<file path="src/shared/vd_params.svh">
`ifndef VD_PARAMS_SVH
`define VD_PARAMS_SVH
`define VD_XFER_OPC 3'h6
`define VD_DEV_CUR 6'h05
`define VD_DEV_VEC 6'h06
`define VD_DEV_RDY 6'h07
`define VD_OP_1 3'h1
`define VD_OP_2 3'h2
`define VD_OP_3 3'h3
`define VD_OP_4 3'h4
`define VD_OP_5 3'h5
`define VD_OP_6 3'h6
`define VD_PAR_REL 0
`define VD_PAR_KIND_LSB 1
`define VD_PAR_DISP_LSB 4
`define VD_ADDR_STATUS 12'h000
`define VD_ADDR_MASK 12'h004
`define VD_ADDR_FLAGS 12'h008
`define VD_EVT_W 3
`define VD_EVT_READY 0
`define VD_EVT_KEY 1
`define VD_EVT_BADOP 2
`endif

</file>
<file path="src/shared/vd_pkg.sv">
`default_nettype none
package vd_pkg;
    typedef enum logic [3:0] {
        OP_NONE, OP_SKIP_CUR, OP_CLR_CUR, OP_LOAD_X, OP_SEL_CMP,
        OP_LOAD_Y, OP_LOAD_PAR, OP_EXEC, OP_SKIP_RDY, OP_LOAD_DAC,
        OP_SKIP_CMP, OP_INT_RST
    } vd_op_t;
    typedef enum logic [1:0] {ST_IDLE, ST_FINISH, ST_DRAW} vd_state_t;
    typedef enum logic [2:0] {
        SRC_X_INT, SRC_Y_INT, SRC_X_SH, SRC_Y_SH, SRC_X_CUR, SRC_Y_CUR
    } vd_src_t;
    typedef struct packed {
        logic [1:0] disp;
        logic [2:0] kind;
        logic rel;
    } vd_param_t;
endpackage : vd_pkg
`default_nettype wire

</file>
<file path="src/vd_ctrl.sv">
`timescale 1ns/1ps
`default_nettype none
`include "vd_params.svh"
module vd_ctrl (
    input wire logic REF_CLK_I,
    input wire logic RESET_N_I,
    input wire logic IO_STROBE_I,
    input wire logic [11:0] INSTR_I,
    input wire logic [11:0] AC_I,
    input wire logic COMP_GT_I,
    input wire logic CURSOR_KEY_I,
    input wire logic CPU_START_I,
    input wire logic VECTOR_DONE_I,
    output logic SKIP_O,
    output logic IRQ_BUS_O,
    output logic [9:0] X_O,
    output logic [9:0] Y_O,
    output logic [9:0] DAC_O,
    output var vd_pkg::vd_param_t PARAM_O,
    output var vd_pkg::vd_src_t COMP_SEL_O,
    output logic VEC_START_O,
    output logic INTEG_RST_O,
    output logic BUSY_O,
    output logic INT_O,
    input wire logic PSEL,
    input wire logic PENABLE,
    input wire logic PWRITE,
    input wire logic [11:0] PADDR,
    input wire logic [31:0] PWDATA,
    output logic [31:0] PRDATA,
    output logic PREADY,
    output logic PSLVERR
);
    // bit 0 of a word is its msb, so numbering runs backwards
    function automatic vd_pkg::vd_op_t vd_decode(input logic [11:0] w);
        vd_pkg::vd_op_t r;
        r = vd_pkg::OP_NONE;
        if (w[11:9] == `VD_XFER_OPC) begin
            unique case (w[8:3])
                `VD_DEV_CUR: begin
                    if (w[2:0] == `VD_OP_1) r = vd_pkg::OP_SKIP_CUR;
                    if (w[2:0] == `VD_OP_2) r = vd_pkg::OP_CLR_CUR;
                end
                `VD_DEV_VEC: begin
                    if (w[2:0] == `VD_OP_1) r = vd_pkg::OP_LOAD_X;
                    if (w[2:0] == `VD_OP_2) r = vd_pkg::OP_SEL_CMP;
                    if (w[2:0] == `VD_OP_3) r = vd_pkg::OP_LOAD_PAR;
                    if (w[2:0] == `VD_OP_4) r = vd_pkg::OP_LOAD_Y;
                    if (w[2:0] == `VD_OP_5) r = vd_pkg::OP_EXEC;
                end
                `VD_DEV_RDY: begin
                    if (w[2:0] == `VD_OP_1) r = vd_pkg::OP_SKIP_RDY;
                    if (w[2:0] == `VD_OP_2) r = vd_pkg::OP_LOAD_DAC;
                    if (w[2:0] == `VD_OP_4) r = vd_pkg::OP_SKIP_CMP;
                    if (w[2:0] == `VD_OP_6) r = vd_pkg::OP_INT_RST;
                end
                default: r = vd_pkg::OP_NONE;
            endcase
        end
        return r;
    endfunction : vd_decode

    function automatic logic vd_mine(input logic [11:0] w);
        return w[11:9] == `VD_XFER_OPC &&
            (w[8:3] == `VD_DEV_CUR || w[8:3] == `VD_DEV_VEC ||
             w[8:3] == `VD_DEV_RDY);
    endfunction : vd_mine

    vd_pkg::vd_op_t op;
    vd_pkg::vd_state_t state_q;
    logic is_skip;
    logic accept;
    logic done_evt;
    logic ready_q;
    logic cursor_q;
    logic key_q;
    logic skip_q;
    logic [9:0] x_q;
    logic [9:0] y_q;
    logic [9:0] dac_q;
    logic [9:0] coord;
    logic [2:0] src_code;
    vd_pkg::vd_param_t param_q;
    vd_pkg::vd_src_t sel_q;
    logic vec_start_q;
    logic integ_rst_q;
    logic [`VD_EVT_W-1:0] evt;
    logic [`VD_EVT_W-1:0] status_q;
    logic [`VD_EVT_W-1:0] mask_q;
    logic apb_wr;
    logic mapped;

    // one action per strobe: the op field is decoded as a whole combination
    assign op = IO_STROBE_I ? vd_decode(INSTR_I) : vd_pkg::OP_NONE;
    assign is_skip = op == vd_pkg::OP_SKIP_CUR ||
        op == vd_pkg::OP_SKIP_RDY || op == vd_pkg::OP_SKIP_CMP;
    // skips are not commands: a ready poll must not drop ready itself
    assign accept = op != vd_pkg::OP_NONE && !is_skip &&
        state_q == vd_pkg::ST_IDLE;
    assign done_evt = state_q == vd_pkg::ST_FINISH ||
        (state_q == vd_pkg::ST_DRAW && VECTOR_DONE_I);
    assign coord = AC_I[9:0];
    assign src_code = {AC_I[9], AC_I[8], AC_I[5]};

    always_ff @(posedge REF_CLK_I or negedge RESET_N_I) begin
        if (!RESET_N_I) begin
            state_q <= vd_pkg::ST_IDLE;
        end else begin
            unique case (state_q)
                vd_pkg::ST_IDLE: begin
                    if (accept) begin
                        state_q <= (op == vd_pkg::OP_EXEC) ?
                            vd_pkg::ST_DRAW : vd_pkg::ST_FINISH;
                    end
                end
                vd_pkg::ST_FINISH: state_q <= vd_pkg::ST_IDLE;
                vd_pkg::ST_DRAW: begin
                    if (VECTOR_DONE_I) state_q <= vd_pkg::ST_IDLE;
                end
                default: state_q <= vd_pkg::ST_IDLE;
            endcase
        end
    end

    always_ff @(posedge REF_CLK_I or negedge RESET_N_I) begin
        if (!RESET_N_I) begin
            ready_q <= 1'b0;
        end else if (CPU_START_I || accept) begin
            ready_q <= 1'b0;
        end else if (done_evt) begin
            ready_q <= 1'b1;
        end
    end

    always_ff @(posedge REF_CLK_I or negedge RESET_N_I) begin
        if (!RESET_N_I) begin
            key_q <= 1'b0;
            cursor_q <= 1'b0;
        end else begin
            key_q <= CURSOR_KEY_I;
            // a press in the clearing cycle still wins
            if (CURSOR_KEY_I && !key_q) begin
                cursor_q <= 1'b1;
            end else if (CPU_START_I ||
                (accept && op == vd_pkg::OP_CLR_CUR)) begin
                cursor_q <= 1'b0;
            end
        end
    end

    always_ff @(posedge REF_CLK_I or negedge RESET_N_I) begin
        if (!RESET_N_I) begin
            skip_q <= 1'b0;
        end else begin
            skip_q <= (op == vd_pkg::OP_SKIP_CUR && cursor_q) ||
                (op == vd_pkg::OP_SKIP_RDY && ready_q) ||
                (op == vd_pkg::OP_SKIP_CMP && COMP_GT_I);
        end
    end

    always_ff @(posedge REF_CLK_I or negedge RESET_N_I) begin
        if (!RESET_N_I) begin
            x_q <= 10'h000;
            y_q <= 10'h000;
        end else if (accept) begin
            // data state: the instruction picks the axis
            if (op == vd_pkg::OP_LOAD_X) begin
                x_q <= param_q.rel ? 10'(x_q + coord) : coord;
            end
            if (op == vd_pkg::OP_LOAD_Y) begin
                y_q <= param_q.rel ? 10'(y_q + coord) : coord;
            end
        end
    end

    always_ff @(posedge REF_CLK_I or negedge RESET_N_I) begin
        if (!RESET_N_I) begin
            param_q <= '0;
        end else if (accept && op == vd_pkg::OP_LOAD_PAR) begin
            // parameter state: the word steers the next drawing
            param_q.rel <= AC_I[`VD_PAR_REL];
            param_q.kind <= AC_I[`VD_PAR_KIND_LSB +: 3];
            param_q.disp <= AC_I[`VD_PAR_DISP_LSB +: 2];
        end
    end

    always_ff @(posedge REF_CLK_I or negedge RESET_N_I) begin
        if (!RESET_N_I) begin
            sel_q <= vd_pkg::SRC_X_INT;
        end else if (accept && op == vd_pkg::OP_SEL_CMP) begin
            // codes 010 and 011 name no source and leave the choice alone
            unique case (src_code)
                3'h0: sel_q <= vd_pkg::SRC_X_INT;
                3'h1: sel_q <= vd_pkg::SRC_Y_INT;
                3'h4: sel_q <= vd_pkg::SRC_X_SH;
                3'h5: sel_q <= vd_pkg::SRC_Y_SH;
                3'h6: sel_q <= vd_pkg::SRC_X_CUR;
                3'h7: sel_q <= vd_pkg::SRC_Y_CUR;
                default: sel_q <= sel_q;
            endcase
        end
    end

    always_ff @(posedge REF_CLK_I or negedge RESET_N_I) begin
        if (!RESET_N_I) begin
            dac_q <= 10'h000;
            vec_start_q <= 1'b0;
            integ_rst_q <= 1'b0;
        end else begin
            if (accept && op == vd_pkg::OP_LOAD_DAC) dac_q <= coord;
            vec_start_q <= accept && op == vd_pkg::OP_EXEC;
            integ_rst_q <= accept && op == vd_pkg::OP_INT_RST;
        end
    end

    // events for the apb-side interrupt
    assign evt[`VD_EVT_READY] = done_evt;
    assign evt[`VD_EVT_KEY] = CURSOR_KEY_I && !key_q;
    assign evt[`VD_EVT_BADOP] = IO_STROBE_I && vd_mine(INSTR_I) &&
        op == vd_pkg::OP_NONE;

    assign apb_wr = PSEL && PENABLE && PWRITE;
    assign mapped = PADDR == `VD_ADDR_STATUS ||
        PADDR == `VD_ADDR_MASK || PADDR == `VD_ADDR_FLAGS;

    always_ff @(posedge REF_CLK_I or negedge RESET_N_I) begin
        if (!RESET_N_I) begin
            status_q <= '0;
        end else if (apb_wr && PADDR == `VD_ADDR_STATUS) begin
            // set wins over a write-one-to-clear in the same cycle
            status_q <= (status_q & ~PWDATA[`VD_EVT_W-1:0]) | evt;
        end else begin
            status_q <= status_q | evt;
        end
    end

    always_ff @(posedge REF_CLK_I or negedge RESET_N_I) begin
        if (!RESET_N_I) begin
            mask_q <= '0;
        end else if (apb_wr && PADDR == `VD_ADDR_MASK) begin
            mask_q <= PWDATA[`VD_EVT_W-1:0];
        end
    end

    always_comb begin
        PRDATA = 32'h0000_0000;
        if (PSEL && !PWRITE) begin
            unique case (PADDR)
                `VD_ADDR_STATUS: PRDATA[`VD_EVT_W-1:0] = status_q;
                `VD_ADDR_MASK: PRDATA[`VD_EVT_W-1:0] = mask_q;
                `VD_ADDR_FLAGS: PRDATA[12:0] = {param_q, sel_q,
                    1'b0, state_q != vd_pkg::ST_IDLE, cursor_q, ready_q};
                default: PRDATA = 32'h0000_0000;
            endcase
        end
    end

    assign PREADY = 1'b1;
    assign PSLVERR = PSEL && PENABLE && !mapped;
    assign INT_O = |(status_q & mask_q);
    assign IRQ_BUS_O = ready_q || cursor_q;
    assign SKIP_O = skip_q;
    assign X_O = x_q;
    assign Y_O = y_q;
    assign DAC_O = dac_q;
    assign PARAM_O = param_q;
    assign COMP_SEL_O = sel_q;
    assign VEC_START_O = vec_start_q;
    assign INTEG_RST_O = integ_rst_q;
    assign BUSY_O = state_q != vd_pkg::ST_IDLE;
endmodule : vd_ctrl
`default_nettype wire

</file>
<file path="config.mk">
export PLATFORM = sky130hd
export DESIGN_NAME = vd_ctrl
export DESIGN_NICKNAME = d
export VERILOG_FILES = /design/src/shared/vd_pkg.sv /design/src/vd_ctrl.sv
export VERILOG_INCLUDE_DIRS = /design/src /design/src/shared
export SDC_FILE = /design/constraint.sdc
export NUM_CORES = 1
export LEC_CHECK = 0
export BUFFER_PORTS_ARGS = -buffer_cell sky130_fd_sc_hd__buf_4
export CAP_MARGIN = 5
export CELL_PAD_IN_SITES_DETAIL_PLACEMENT = 0
export CELL_PAD_IN_SITES_GLOBAL_PLACEMENT = 1
export CORE_MARGIN = 5
export CORE_UTILIZATION = 35
export DETAILED_ROUTE_END_ITERATION = 6
export PLACE_DENSITY_LB_ADDON = 0.08
export SETUP_SLACK_MARGIN = 0.1
export SKIP_LAST_GASP = 1
export SYNTH_ARGS = -nofsm -noshare
export SYNTH_HDL_FRONTEND = slang
export SYNTH_SLANG_ARGS = --single-unit
</file>
<file path="constraint.sdc">
create_clock -name REF_CLK_I -period 3 [get_ports REF_CLK_I]
set_clock_uncertainty 0.05 [all_clocks]
set_input_delay 0.6 -clock REF_CLK_I [delete_from_list [all_inputs] [get_ports REF_CLK_I]]
set_output_delay 0.6 -clock REF_CLK_I [all_outputs]
set_load 0.01 [all_outputs]
</file>
==> results of run 1 <==
==> stage by stage <==
| stage | power (mW) | instance area [µm²] | instances | utilization, % | hold slack [ns] |
|---|---|---|---|---|---|
| after CTS | 1.54 | 4750 | 658 | 45.8 | 0.312 |
| final | 1.52 | 4750 | 658 | 45.8 | 0.284 |
| after global routing | 1.60 | 4750 | 658 | 45.8 | 0.332 |
| after detailed placement | 0.955 | 4610 | 650 | 44.5 | 0.448 |
| after global placement | 0.952 | 4610 | 650 | 44.5 | 0.441 |
| after floorplan | 0.874 | 3820 | 439 | - | 0.254 |
==> cells by family (layout without fill, tap and decap cells) <==
kind of cell,Yosys count,in the layout,synth area share [%]
AOI/OAI and AO/OA,106,106,17.8
xor gates and xnor gates,12,12,2.80
adders and majority gates,20,20,7.07
buffers and inverters,56,139,7.97
DFF,53,53,35.4
muxes,30,30,8.78
other,2,21,0.200
and+or+nand+nor,141,141,20.0
==> report_power, final <==
| group | switching [mW] | internal (mW) | total [mW] |
|---|---|---|---|
| Combinational | 0.121 | 0.0938 | 0.215 |
| Clock | 0.247 | 0.332 | 0.578 |
| Sequential | 0.00550 | 0.720 | 0.726 |
==> routing by layer <==
metal	routed length [µm]	GRT usage [%]	vias up
li1	-	-	1652
met1	4800	21.6	1562
met2	4440	23.9	108
met3	783	3.40	4
met4	52	2.64	0
met5	0	0	-
==> flip-flops by register name, indices dropped and copies added, names as in the netlist <==
| register | cells |
|---|---|
| COMP_SEL_O | 3 |
| DAC_O | 10 |
| INTEG_RST_O | 1 |
| PARAM_O | 6 |
| SKIP_O | 1 |
| VEC_START_O | 1 |
| X_O | 10 |
| Y_O | 10 |
| cursor_q | 1 |
| key_q | 1 |
| mask_q | 3 |
| ready_q | 1 |
| state_q | 2 |
| status_q | 3 |
==> cells in the final DEF (no fill, tap or decap), types with 3 or more instances in the layout <==
cell	instances
a31oi_1	4
buf_4	114
clkbuf_8	5
nor4_1	3
or3_1	3
a21oi_1	31
ha_1	18
o211ai_1	5
xnor2_1	8
nand2_1	39
inv_1	17
mux2_2	23
nand2b_1	9
nor2b_1	13
o21ai_0	30
dfrtp_1	53
and2_1	10
nor2_1	27
nor3b_1	4
or2_2	7
xor2_1	4
a211oi_1	3
nand3_1	5
mux2i_1	7
o21a_1	3
a211o_1	3
conb_1	21
nor3_1	5
a21o_1	3
==> final timing paths <==
kind | endpoint | from | cells after the start | slack [ns]
hold reg to reg | DAC_O[5] | DAC_O[5] | 1 | 0.46
min in group REF_CLK_I | key_q | CURSOR_KEY_I | 1 | 0.37
setup reg to reg | DAC_O[5] | state_q[1] | 7 | 0.71
hold / removal | Y_O[0] | RESET_N_I | 1 | 0.28
max in group asynchronous | status_q[1] | RESET_N_I | 1 | 2.15
setup / recovery | PRDATA[2] | PADDR[7] | 8 | 0.46
==> final cells by class <==
class	instances	area, µm²
timing repair buffer	114	856
multi-input combinational	330	2200
clock buffer	5	68.8
fill	1041	5620
tap	136	170
clock inverter	3	65.1
sequential	53	1330
inverter	17	63.8
==> results by group, run 1 <==
Global routing
  • Largest net degree at the start of global routing: between 50 and 60
  • First-pass GRT wire length: 16100 µm
  • GRT Residual Overflow: 0
  • Vias in the first global route: 3165
  • Initial antenna violation count: 0
  • Total GRT Usage: ~15%

Die
  • Die Footprint: 0.0129 mm²
  • Core area: 0.0104 mm²
  • Top Ports: 157
  • Starting Density: approximately 36%
  • Die height: 114 µm
  • Rows: 37
  • DIE WIDTH: between 100 and 150 µm

Pwr
  • Leak Pwr: around 2.3 nW
  • Peak supply drop: 241 µV
  • PwrDens: ~320 mW/mm²

Synth
  • Largest area contributor in the netlist: dfrtp_1
  • Sequential share of the synthesized area: 35.4%
  • Synth cell count leaders: 53 x dfrtp_1, 39 x nand2_1, 31 x a21oi_1
  • Synthesized cell area: between 0.003 and 0.004 mm²
  • Ys flop type: dfrtp_1
  • Syn Area/Cell: 8.93 µm²
  • Post-Synthesis Cells: 420
  • Asr flop ratio synth: between 90% and 100%
  • EDFF count, synth: 0
  • Synth cell types: 61
  • Number of synthesis warnings: 0
  • Count leader, synth: dfrtp_1
  • Seq cells post-synth: 53
  • Post-synth top area share: 35.4%
  • Synth area leaders: dfrtp_1 35%, mux2_2 6.9%, ha_1 6.0%

Critical path
  • CP required: 2.35 ns
  • Top Family by Delay on Critical Path: simple AND/OR/NAND/NOR gates
  • Max stage delay on crit path: ~0.35 ns
  • CP cell instances: buf_4, nor4_1, nand3_1, or2_2, nor2_1, a21oi_1, nor2_1, buf_4
  • Worst Path Arrival: 1.89 ns
  • CP max-delay cell: or2_2
  • Worst path bufs/invs: 2
  • CP Max Fanout: 6
  • Crit Path Class: input pin to output pin
  • Endpoint type of the worst setup path: output pin
  • Type of origin of the critical path: input pin

CTS
  • TritonCTS clock tree: built
  • Clk_lat worst skew: 0.31 ns
  • CTS Hold Buffers Added: 0
  • Clk buf depth: 2
  • Post-cts repair resize count: 0
  • Htree depth: 2
  • Clk slew on worst S/H paths: 0.10 ns
  • Number of clock sinks: 53
  • Clock root buffer: clkbuf_8
  • Num CTS Buffers: 5
  • Post-CTS setup buffer count: 0

Job
  • Max-Cap Viols: 0

Timing
  • Period utilization: 84.8%
  • Max-slew violation count: 0
  • Setup WS post-layout: 0.456 ns
  • RSZ-0062 raised after global routing: false
  • Slew @ Worst Pin: 0.776 ns
  • Setup TNS: 0 ns
  • Final Critical Period: 2.54 ns
  • Final hold vios: 0
  • Final setup fails: 0
  • Max Clock Freq: 393 MHz
  • Max_slew headroom: about 48%

Route
  • Routed WL: 10100 µm
  • Routed WL per cell: about 15 µm
  • Iteration-0 DRC Markers: 177
  • Vias: 3326
  • Detail Route Antenna Nets: 0
  • Remaining DRCs: 0
  • DR pass1 iterations: 4
  • Post-DR vias/cell: 5.05

Finish
  • Layout Nets: 619
  • Area growth from synthesis to layout: 26.6%
  • Ant diodes: 0
  • Layout cells sized above 1: 30.1%

Place
  • Setup WS pre-CTS: 0.369 ns
  • DP Wirelength: 7900 µm
  • GPL Wtd Cong: slightly above 0.8
  • IO buf count: ~100

Outcome
  • Status: finished clean

Worst hold path
  • HP Class: input pin to async pin
(Power assumes the default switching activity.)
==> run 2, diff against run 1 <==
Clock period 3 ns to 2.6 ns, I/O delays scaled along.
==> results by group, run 2 (synthesized netlist as in run 1, its figures left out) <==
Die
  • Die Footprint: 0.0129 mm² (unchanged)
  • Starting Density: 36.2% (unchanged)
  • Die height: 114 µm (unchanged)
  • Rows: 37 (unchanged)
  • Top Ports: 157 (unchanged)
  • DIE WIDTH: 114 µm (unchanged)
  • Core area: 0.0104 mm² (unchanged)

Route
  • Post-DR vias/cell: 4.92 (-2.6%)
  • Routed WL per cell: 15.5 µm (+1.5%)
  • Routed WL: 10300 µm (+2.5%)
  • Detail Route Antenna Nets: 0 (unchanged)
  • DR pass1 iterations: 4 (unchanged)
  • Iteration-0 DRC Markers: 156 (-12%)
  • Vias: 3274 (-1.6%)
  • Remaining DRCs: 0 (unchanged)

CTS
  • Number of clock sinks: 53 (unchanged)
  • TritonCTS clock tree: built
  • Clk slew on worst S/H paths: 0.10 ns (about the same)
  • Htree depth: 2 (unchanged)
  • Clk buf depth: 2 (unchanged)
  • Post-CTS setup buffer count: 0 (unchanged)
  • Clock root buffer: clkbuf_8
  • Num CTS Buffers: 5 (unchanged)
  • Clk_lat worst skew: 0.31 ns (about the same)

Worst hold path
  • HP Class: input pin to async pin

Global routing
  • M1 GR Usage: 21.8% (+0.19 points)
  • Largest net degree at the start of global routing: 54 (unchanged)
  • Initial antenna violation count: 0 (unchanged)
  • Gr busiest metal: met2
  • Total GRT Usage: 15.5% (+0.35 points)
  • GRT Residual Overflow: 0 (unchanged)
  • Vias in the first global route: 3281 (+3.7%)
  • First-pass GRT wire length: 16500 µm (+2.4%)
  • Routing usage on met2: 25.0% (+1.1 points)
  • Global Route met3 Usage: 3.29% (-0.11 points)

Finish
  • Layout Nets: 626 (+1.1%)
  • Core Util, Final: 46.4% (+0.63 points)
  • Area growth from synthesis to layout: 28.3%
  • Most frequent cells in the layout: 121 x buf_4, 53 x dfrtp_1, 39 x nand2_1
  • Design area: 0.00481 mm² (+1.4%)
  • Commonest non-fill, non-tap cell in the layout: buf_4
  • Layout cells sized above 1: 31.4% (+1.3 points)
  • Ant diodes: 0 (unchanged)

Critical path
  • FF-to-FF Start: Y_O[1]
  • Type of origin of the critical path: input pin
  • Endpoint type of the worst setup path: output pin
  • Reg-to-reg critical path endpoint: Y_O[9]
  • Worst Path Arrival: 1.80 ns (-0.09 ns)
  • CP Max Fanout: 6 (unchanged)
  • Reg2reg setup slack: 0.30 ns (-0.41 ns)
  • Worst-case reg-to-reg path depth: 8 (+1)
  • Crit Path Class: input pin to output pin
  • CP required: 2.03 ns (-0.32 ns)

Timing
  • Max-slew violation count: 0 (unchanged)
  • Final setup fails: 0 (unchanged)
  • Final hold vios: 0 (unchanged)
  • Period utilization: 91.0%
  • Setup TNS: 0 ns (unchanged)
  • Slew @ Worst Pin: 0.700 ns (-0.0759 ns)
  • Final Critical Period: 2.37 ns
  • Max Clock Freq: 422 MHz
  • Setup WS post-layout: 0.233 ns (-0.223 ns)
  • RSZ-0062 raised after global routing: false
  • Max_slew headroom: 53.3% (+5.1 points)

Pwr
  • Peak supply drop: 273 µV (+13%)
  • PwrDens: 367 mW/mm² (+15%)
  • Leak Pwr: 2.38 nW (+1.5%)
  • Total power: 1.76 mW (+16%)

Place
  • Post-DP Area: 0.00466 mm² (+1.1%)
  • GPL Wtd Cong: 0.840 (+1.3%)
  • Setup WS pre-CTS: 0.00514 ns (-0.364 ns)
  • IO buf count: 104 (unchanged)
  • DP Wirelength: 8130 µm (+2.9%)

Outcome
  • Status: finished clean

Job
  • Max-Cap Viols: 0 (unchanged)
-- run 2: worst max-delay path by stage --
stage	startpoint	to	slack, ns	cells past startpoint
after floorplan	INSTR_I[1]	DAC_O[0]	0.31	7
after global placement	AC_I[0]	X_O[6]	0.02	10
after detailed placement	AC_I[0]	X_O[6]	0.005	10
after CTS	PADDR[1]	PRDATA[0]	0.17	8
after global routing	PADDR[1]	PRDATA[2]	0.11	8
final	PADDR[1]	PRDATA[0]	0.23	8
-- run 2: timing repair --
item | 4_1_cts | 5_1_grt
hold endpoints to repair | 0 | 0
hold buffers | 0 | 0
endpoints found under the setup margin | 0 | 3
gates resized for setup | 0 | 3
-- run 2: stage by stage --
| step | hold WS, ns | std cells |
|---|---|---|
| after global routing | 0.261 | 665 |
| after floorplan | 0.174 | 439 |
| after CTS | 0.230 | 665 |
| after global placement | 0.443 | 657 |
| final | 0.183 | 665 |
| after detailed placement | 0.447 | 657 |
-- run 2: worst max-delay path, cell delays in order --
cell	delay [ns]
buf_4	0.11
nor4_2	0.27
nand3_1	0.14
or2_2	0.35
nor2_1	0.14
a21oi_1	0.05
nor2_1	0.09
buf_4	0.13
-- run 2: routing by layer --
layer,up-vias,part of all wire [%]
met5,-,0
met4,0,0.69
met3,5,6.6
met2,106,44
met1,1502,49
li1,1661,-
-- run 2: where the power goes --
| part | switching [mW] | leakage (nW) | internal [mW] |
|---|---|---|---|
| logic | 0.142 | 1.59 | 0.113 |
| registers | 0.00659 | 0.720 | 0.831 |
| clock network | 0.288 | 0.0681 | 0.383 |
| total | 0.437 | 2.38 | 1.33 |
-- run 2: area by class of cell --
| cell class | count | area [µm²] |
|---|---|---|
| Clock buffer | 5 | 68.8 |
| Clock inverter | 3 | 65.1 |
| Fill cell | 1017 | 5560 |
| Inverter | 17 | 63.8 |
| Multi-Input combinational cell | 330 | 2210 |
| Sequential cell | 53 | 1330 |
| Tap cell | 136 | 170 |
| Timing Repair Buffer | 121 | 908 |
==> run 3, diff against run 2 <==
Settings changed: HOLD_SLACK_MARGIN set to 0.1, RECOVER_POWER set to 100.
==> results by group, run 3 (synthesized netlist as in run 1, its figures left out) <==
Place
  • GPL Wtd Cong: 0.840 (unchanged)
  • DP Wirelength: 8130 µm (unchanged)
  • IO buf count: 104 (unchanged)

Finish
  • Area growth from synthesis to layout: 22.4%
  • Commonest non-fill, non-tap cell in the layout: buf_4
  • Most frequent cells in the layout: 61 x buf_4, 53 x dfrtp_1, 53 x clkbuf_1
  • Layout Nets: 626 (unchanged)
  • Layout cells sized above 1: 20.8% (-11 points)
  • Ant diodes: 0 (unchanged)
  • Fillers: 1076 (+5.8%)
  • Core Util, Final: 44.2% (-2.1 points)

Critical path
  • Type of origin of the critical path: input pin
  • FF-to-FF Start: state_q[1]
  • CP Max Fanout: 8 (+2)
  • Cell mode on critical path: nor2_1
  • Worst Path Arrival: 1.81 ns (about the same)
  • Reg-to-reg critical path endpoint: DAC_O[5]
  • CP cell instances: clkbuf_4, nor4_1, nand3_1, nor2_1, nand2_1, nor2_1, clkbuf_2, and2_0, buf_4
  • Max stage delay on crit path: 0.29 ns (-0.06 ns)
  • Reg2reg setup slack: 0.23 ns (-0.07 ns)
  • Crit Path Class: input pin to output pin
  • CP required: 2.03 ns (about the same)
  • CP max-delay cell: nor4_1
  • Endpoint type of the worst setup path: output pin
  • Worst-case reg-to-reg path depth: 7 (-1)

Pwr
  • PwrDens: 382 mW/mm² (+4.3%)
  • Leak Pwr: 2.16 nW (-9.5%)
  • Peak supply drop: 273 µV (about the same)

Timing
  • Max Clock Freq: 420 MHz (-0.56%)
  • Setup TNS: 0 ns (unchanged)
  • Period utilization: 91.6% (+0.51 points)
  • Hold_ws: 0.318 ns (+0.136 ns)
  • RSZ-0062 raised after global routing: false
  • Max-slew violation count: 0 (unchanged)
  • Final hold vios: 0 (unchanged)
  • Final setup fails: 0 (unchanged)
  • Final Critical Period: 2.38 ns (+0.0133 ns)
  • Slew @ Worst Pin: 1.37 ns (+0.666 ns)
  • Max_slew headroom: 8.95% (-44 points)

Route
  • Iteration-0 DRC Markers: 141 (-9.6%)
  • Remaining DRCs: 0 (unchanged)
  • Vias: 3283 (+0.27%)
  • DR pass1 iterations: 4 (unchanged)
  • Routed WL: 10300 µm (-0.52%)
  • Detail Route Antenna Nets: 0 (unchanged)
  • Post-DR vias/cell: 4.94 (+0.27%)
  • Routed WL per cell: 15.4 µm (-0.52%)

CTS
  • Clk buf depth: 2 (unchanged)
  • Clock root buffer: clkbuf_8
  • CTS Hold Buffers Added: 0 (unchanged)
  • Number of clock sinks: 53 (unchanged)
  • Htree depth: 2 (unchanged)
  • Clk_lat worst skew: 0.31 ns (about the same)
  • Clk slew on worst S/H paths: 0.09 ns (about the same)
  • Num CTS Buffers: 5 (unchanged)
  • TritonCTS clock tree: built

Global routing
  • Routing usage on met2: 25.0% (unchanged)
  • GRT Residual Overflow: 0 (unchanged)
  • Global Route met3 Usage: 3.29% (unchanged)
  • First-pass GRT wire length: 16500 µm (unchanged)
  • Initial antenna violation count: 0 (unchanged)
  • Gr busiest metal: met2
  • M1 GR Usage: 21.8% (unchanged)
  • Largest net degree at the start of global routing: 54 (unchanged)
  • Total GRT Usage: 15.5% (unchanged)
  • Vias in the first global route: 3281 (unchanged)

Worst hold path
  • Worst Hold Depth: 1
  • HP Class: input pin to flop
  • Min-delay src: CURSOR_KEY_I
  • End of the worst hold path: key_q

Die
  • Core area: 0.0104 mm² (unchanged)
  • Top Ports: 157 (unchanged)
  • Die Footprint: 0.0129 mm² (unchanged)
  • Rows: 37 (unchanged)
  • Starting Density: 36.2% (unchanged)
  • DIE WIDTH: 114 µm (unchanged)
  • Die height: 114 µm (unchanged)

Job
  • Max-Cap Viols: 0 (unchanged)

Outcome
  • Status: finished clean
[run 3: cell type report]
cell class / instances / area, µm² / area share (%)
Inverter: 17 / 63.8 / 1.39
Clock buffer: 5 / 68.8 / 1.50
Clock inverter: 3 / 65.1 / 1.42
Tap cell: 136 / 170 / 3.71
Timing Repair Buffer: 121 / 697 / 15.2
Multi-Input combinational cell: 330 / 2200 / 47.9
Sequential cell: 53 / 1330 / 28.9
[run 3: how the worst max path moves through the flow]
stage	startpoint	end	slack [ns]	cells past startpoint
3_3_place_gp	AC_I[0]	X_O[6]	0.02	10
5_1_grt	PADDR[1]	PRDATA[8]	0.06	9
4_1_cts	PADDR[1]	PRDATA[0]	0.17	8
3_5_place_dp	AC_I[0]	X_O[6]	0.005	10
2_1_floorplan	INSTR_I[1]	DAC_O[0]	0.31	7
6_report	PADDR[1]	PRDATA[11]	0.22	9
[run 3: report_power, final]
| group | switching (mW) | internal, mW | total [mW] |
|---|---|---|---|
| Combinational | 0.142 | 0.106 | 0.247 |
| Sequential | 0.00646 | 0.831 | 0.837 |
| Clock | 0.287 | 0.383 | 0.670 |
| Total | 0.435 | 1.32 | 1.75 |
[run 3: through the flow]
stage          setup slack [ns]  std cells  power [mW]  area, µm²
6_report                  0.220        665        1.75       4590
4_1_cts                   0.172        665        1.79       4800
3_5_place_dp            0.00514        657        1.11       4660
3_3_place_gp             0.0156        657        1.10       4660
5_1_grt                  0.0562        665        1.84       4590
2_1_floorplan             0.310        439        1.01       3820
[run 3: per-layer routing]
metal  wire [µm]  vias up
li1            -     1660
met4          71        0
met5           0        -
met3         632        5
met2        4520       95
met1        5050     1523
[run 3: worst max-delay path: cells and delay by family]
kind                   cells  cell delay (ns)
buffers and inverters      3             0.42
and+or+nand+nor            6             0.88
[run 3: repair_timing]
item / 4_1_cts / 5_1_grt
gates resized for setup: 0 / 3
setup buffers: 0 / 0
hold endpoints to repair: 0 / 0
setup endpoints to repair: 0 / 3
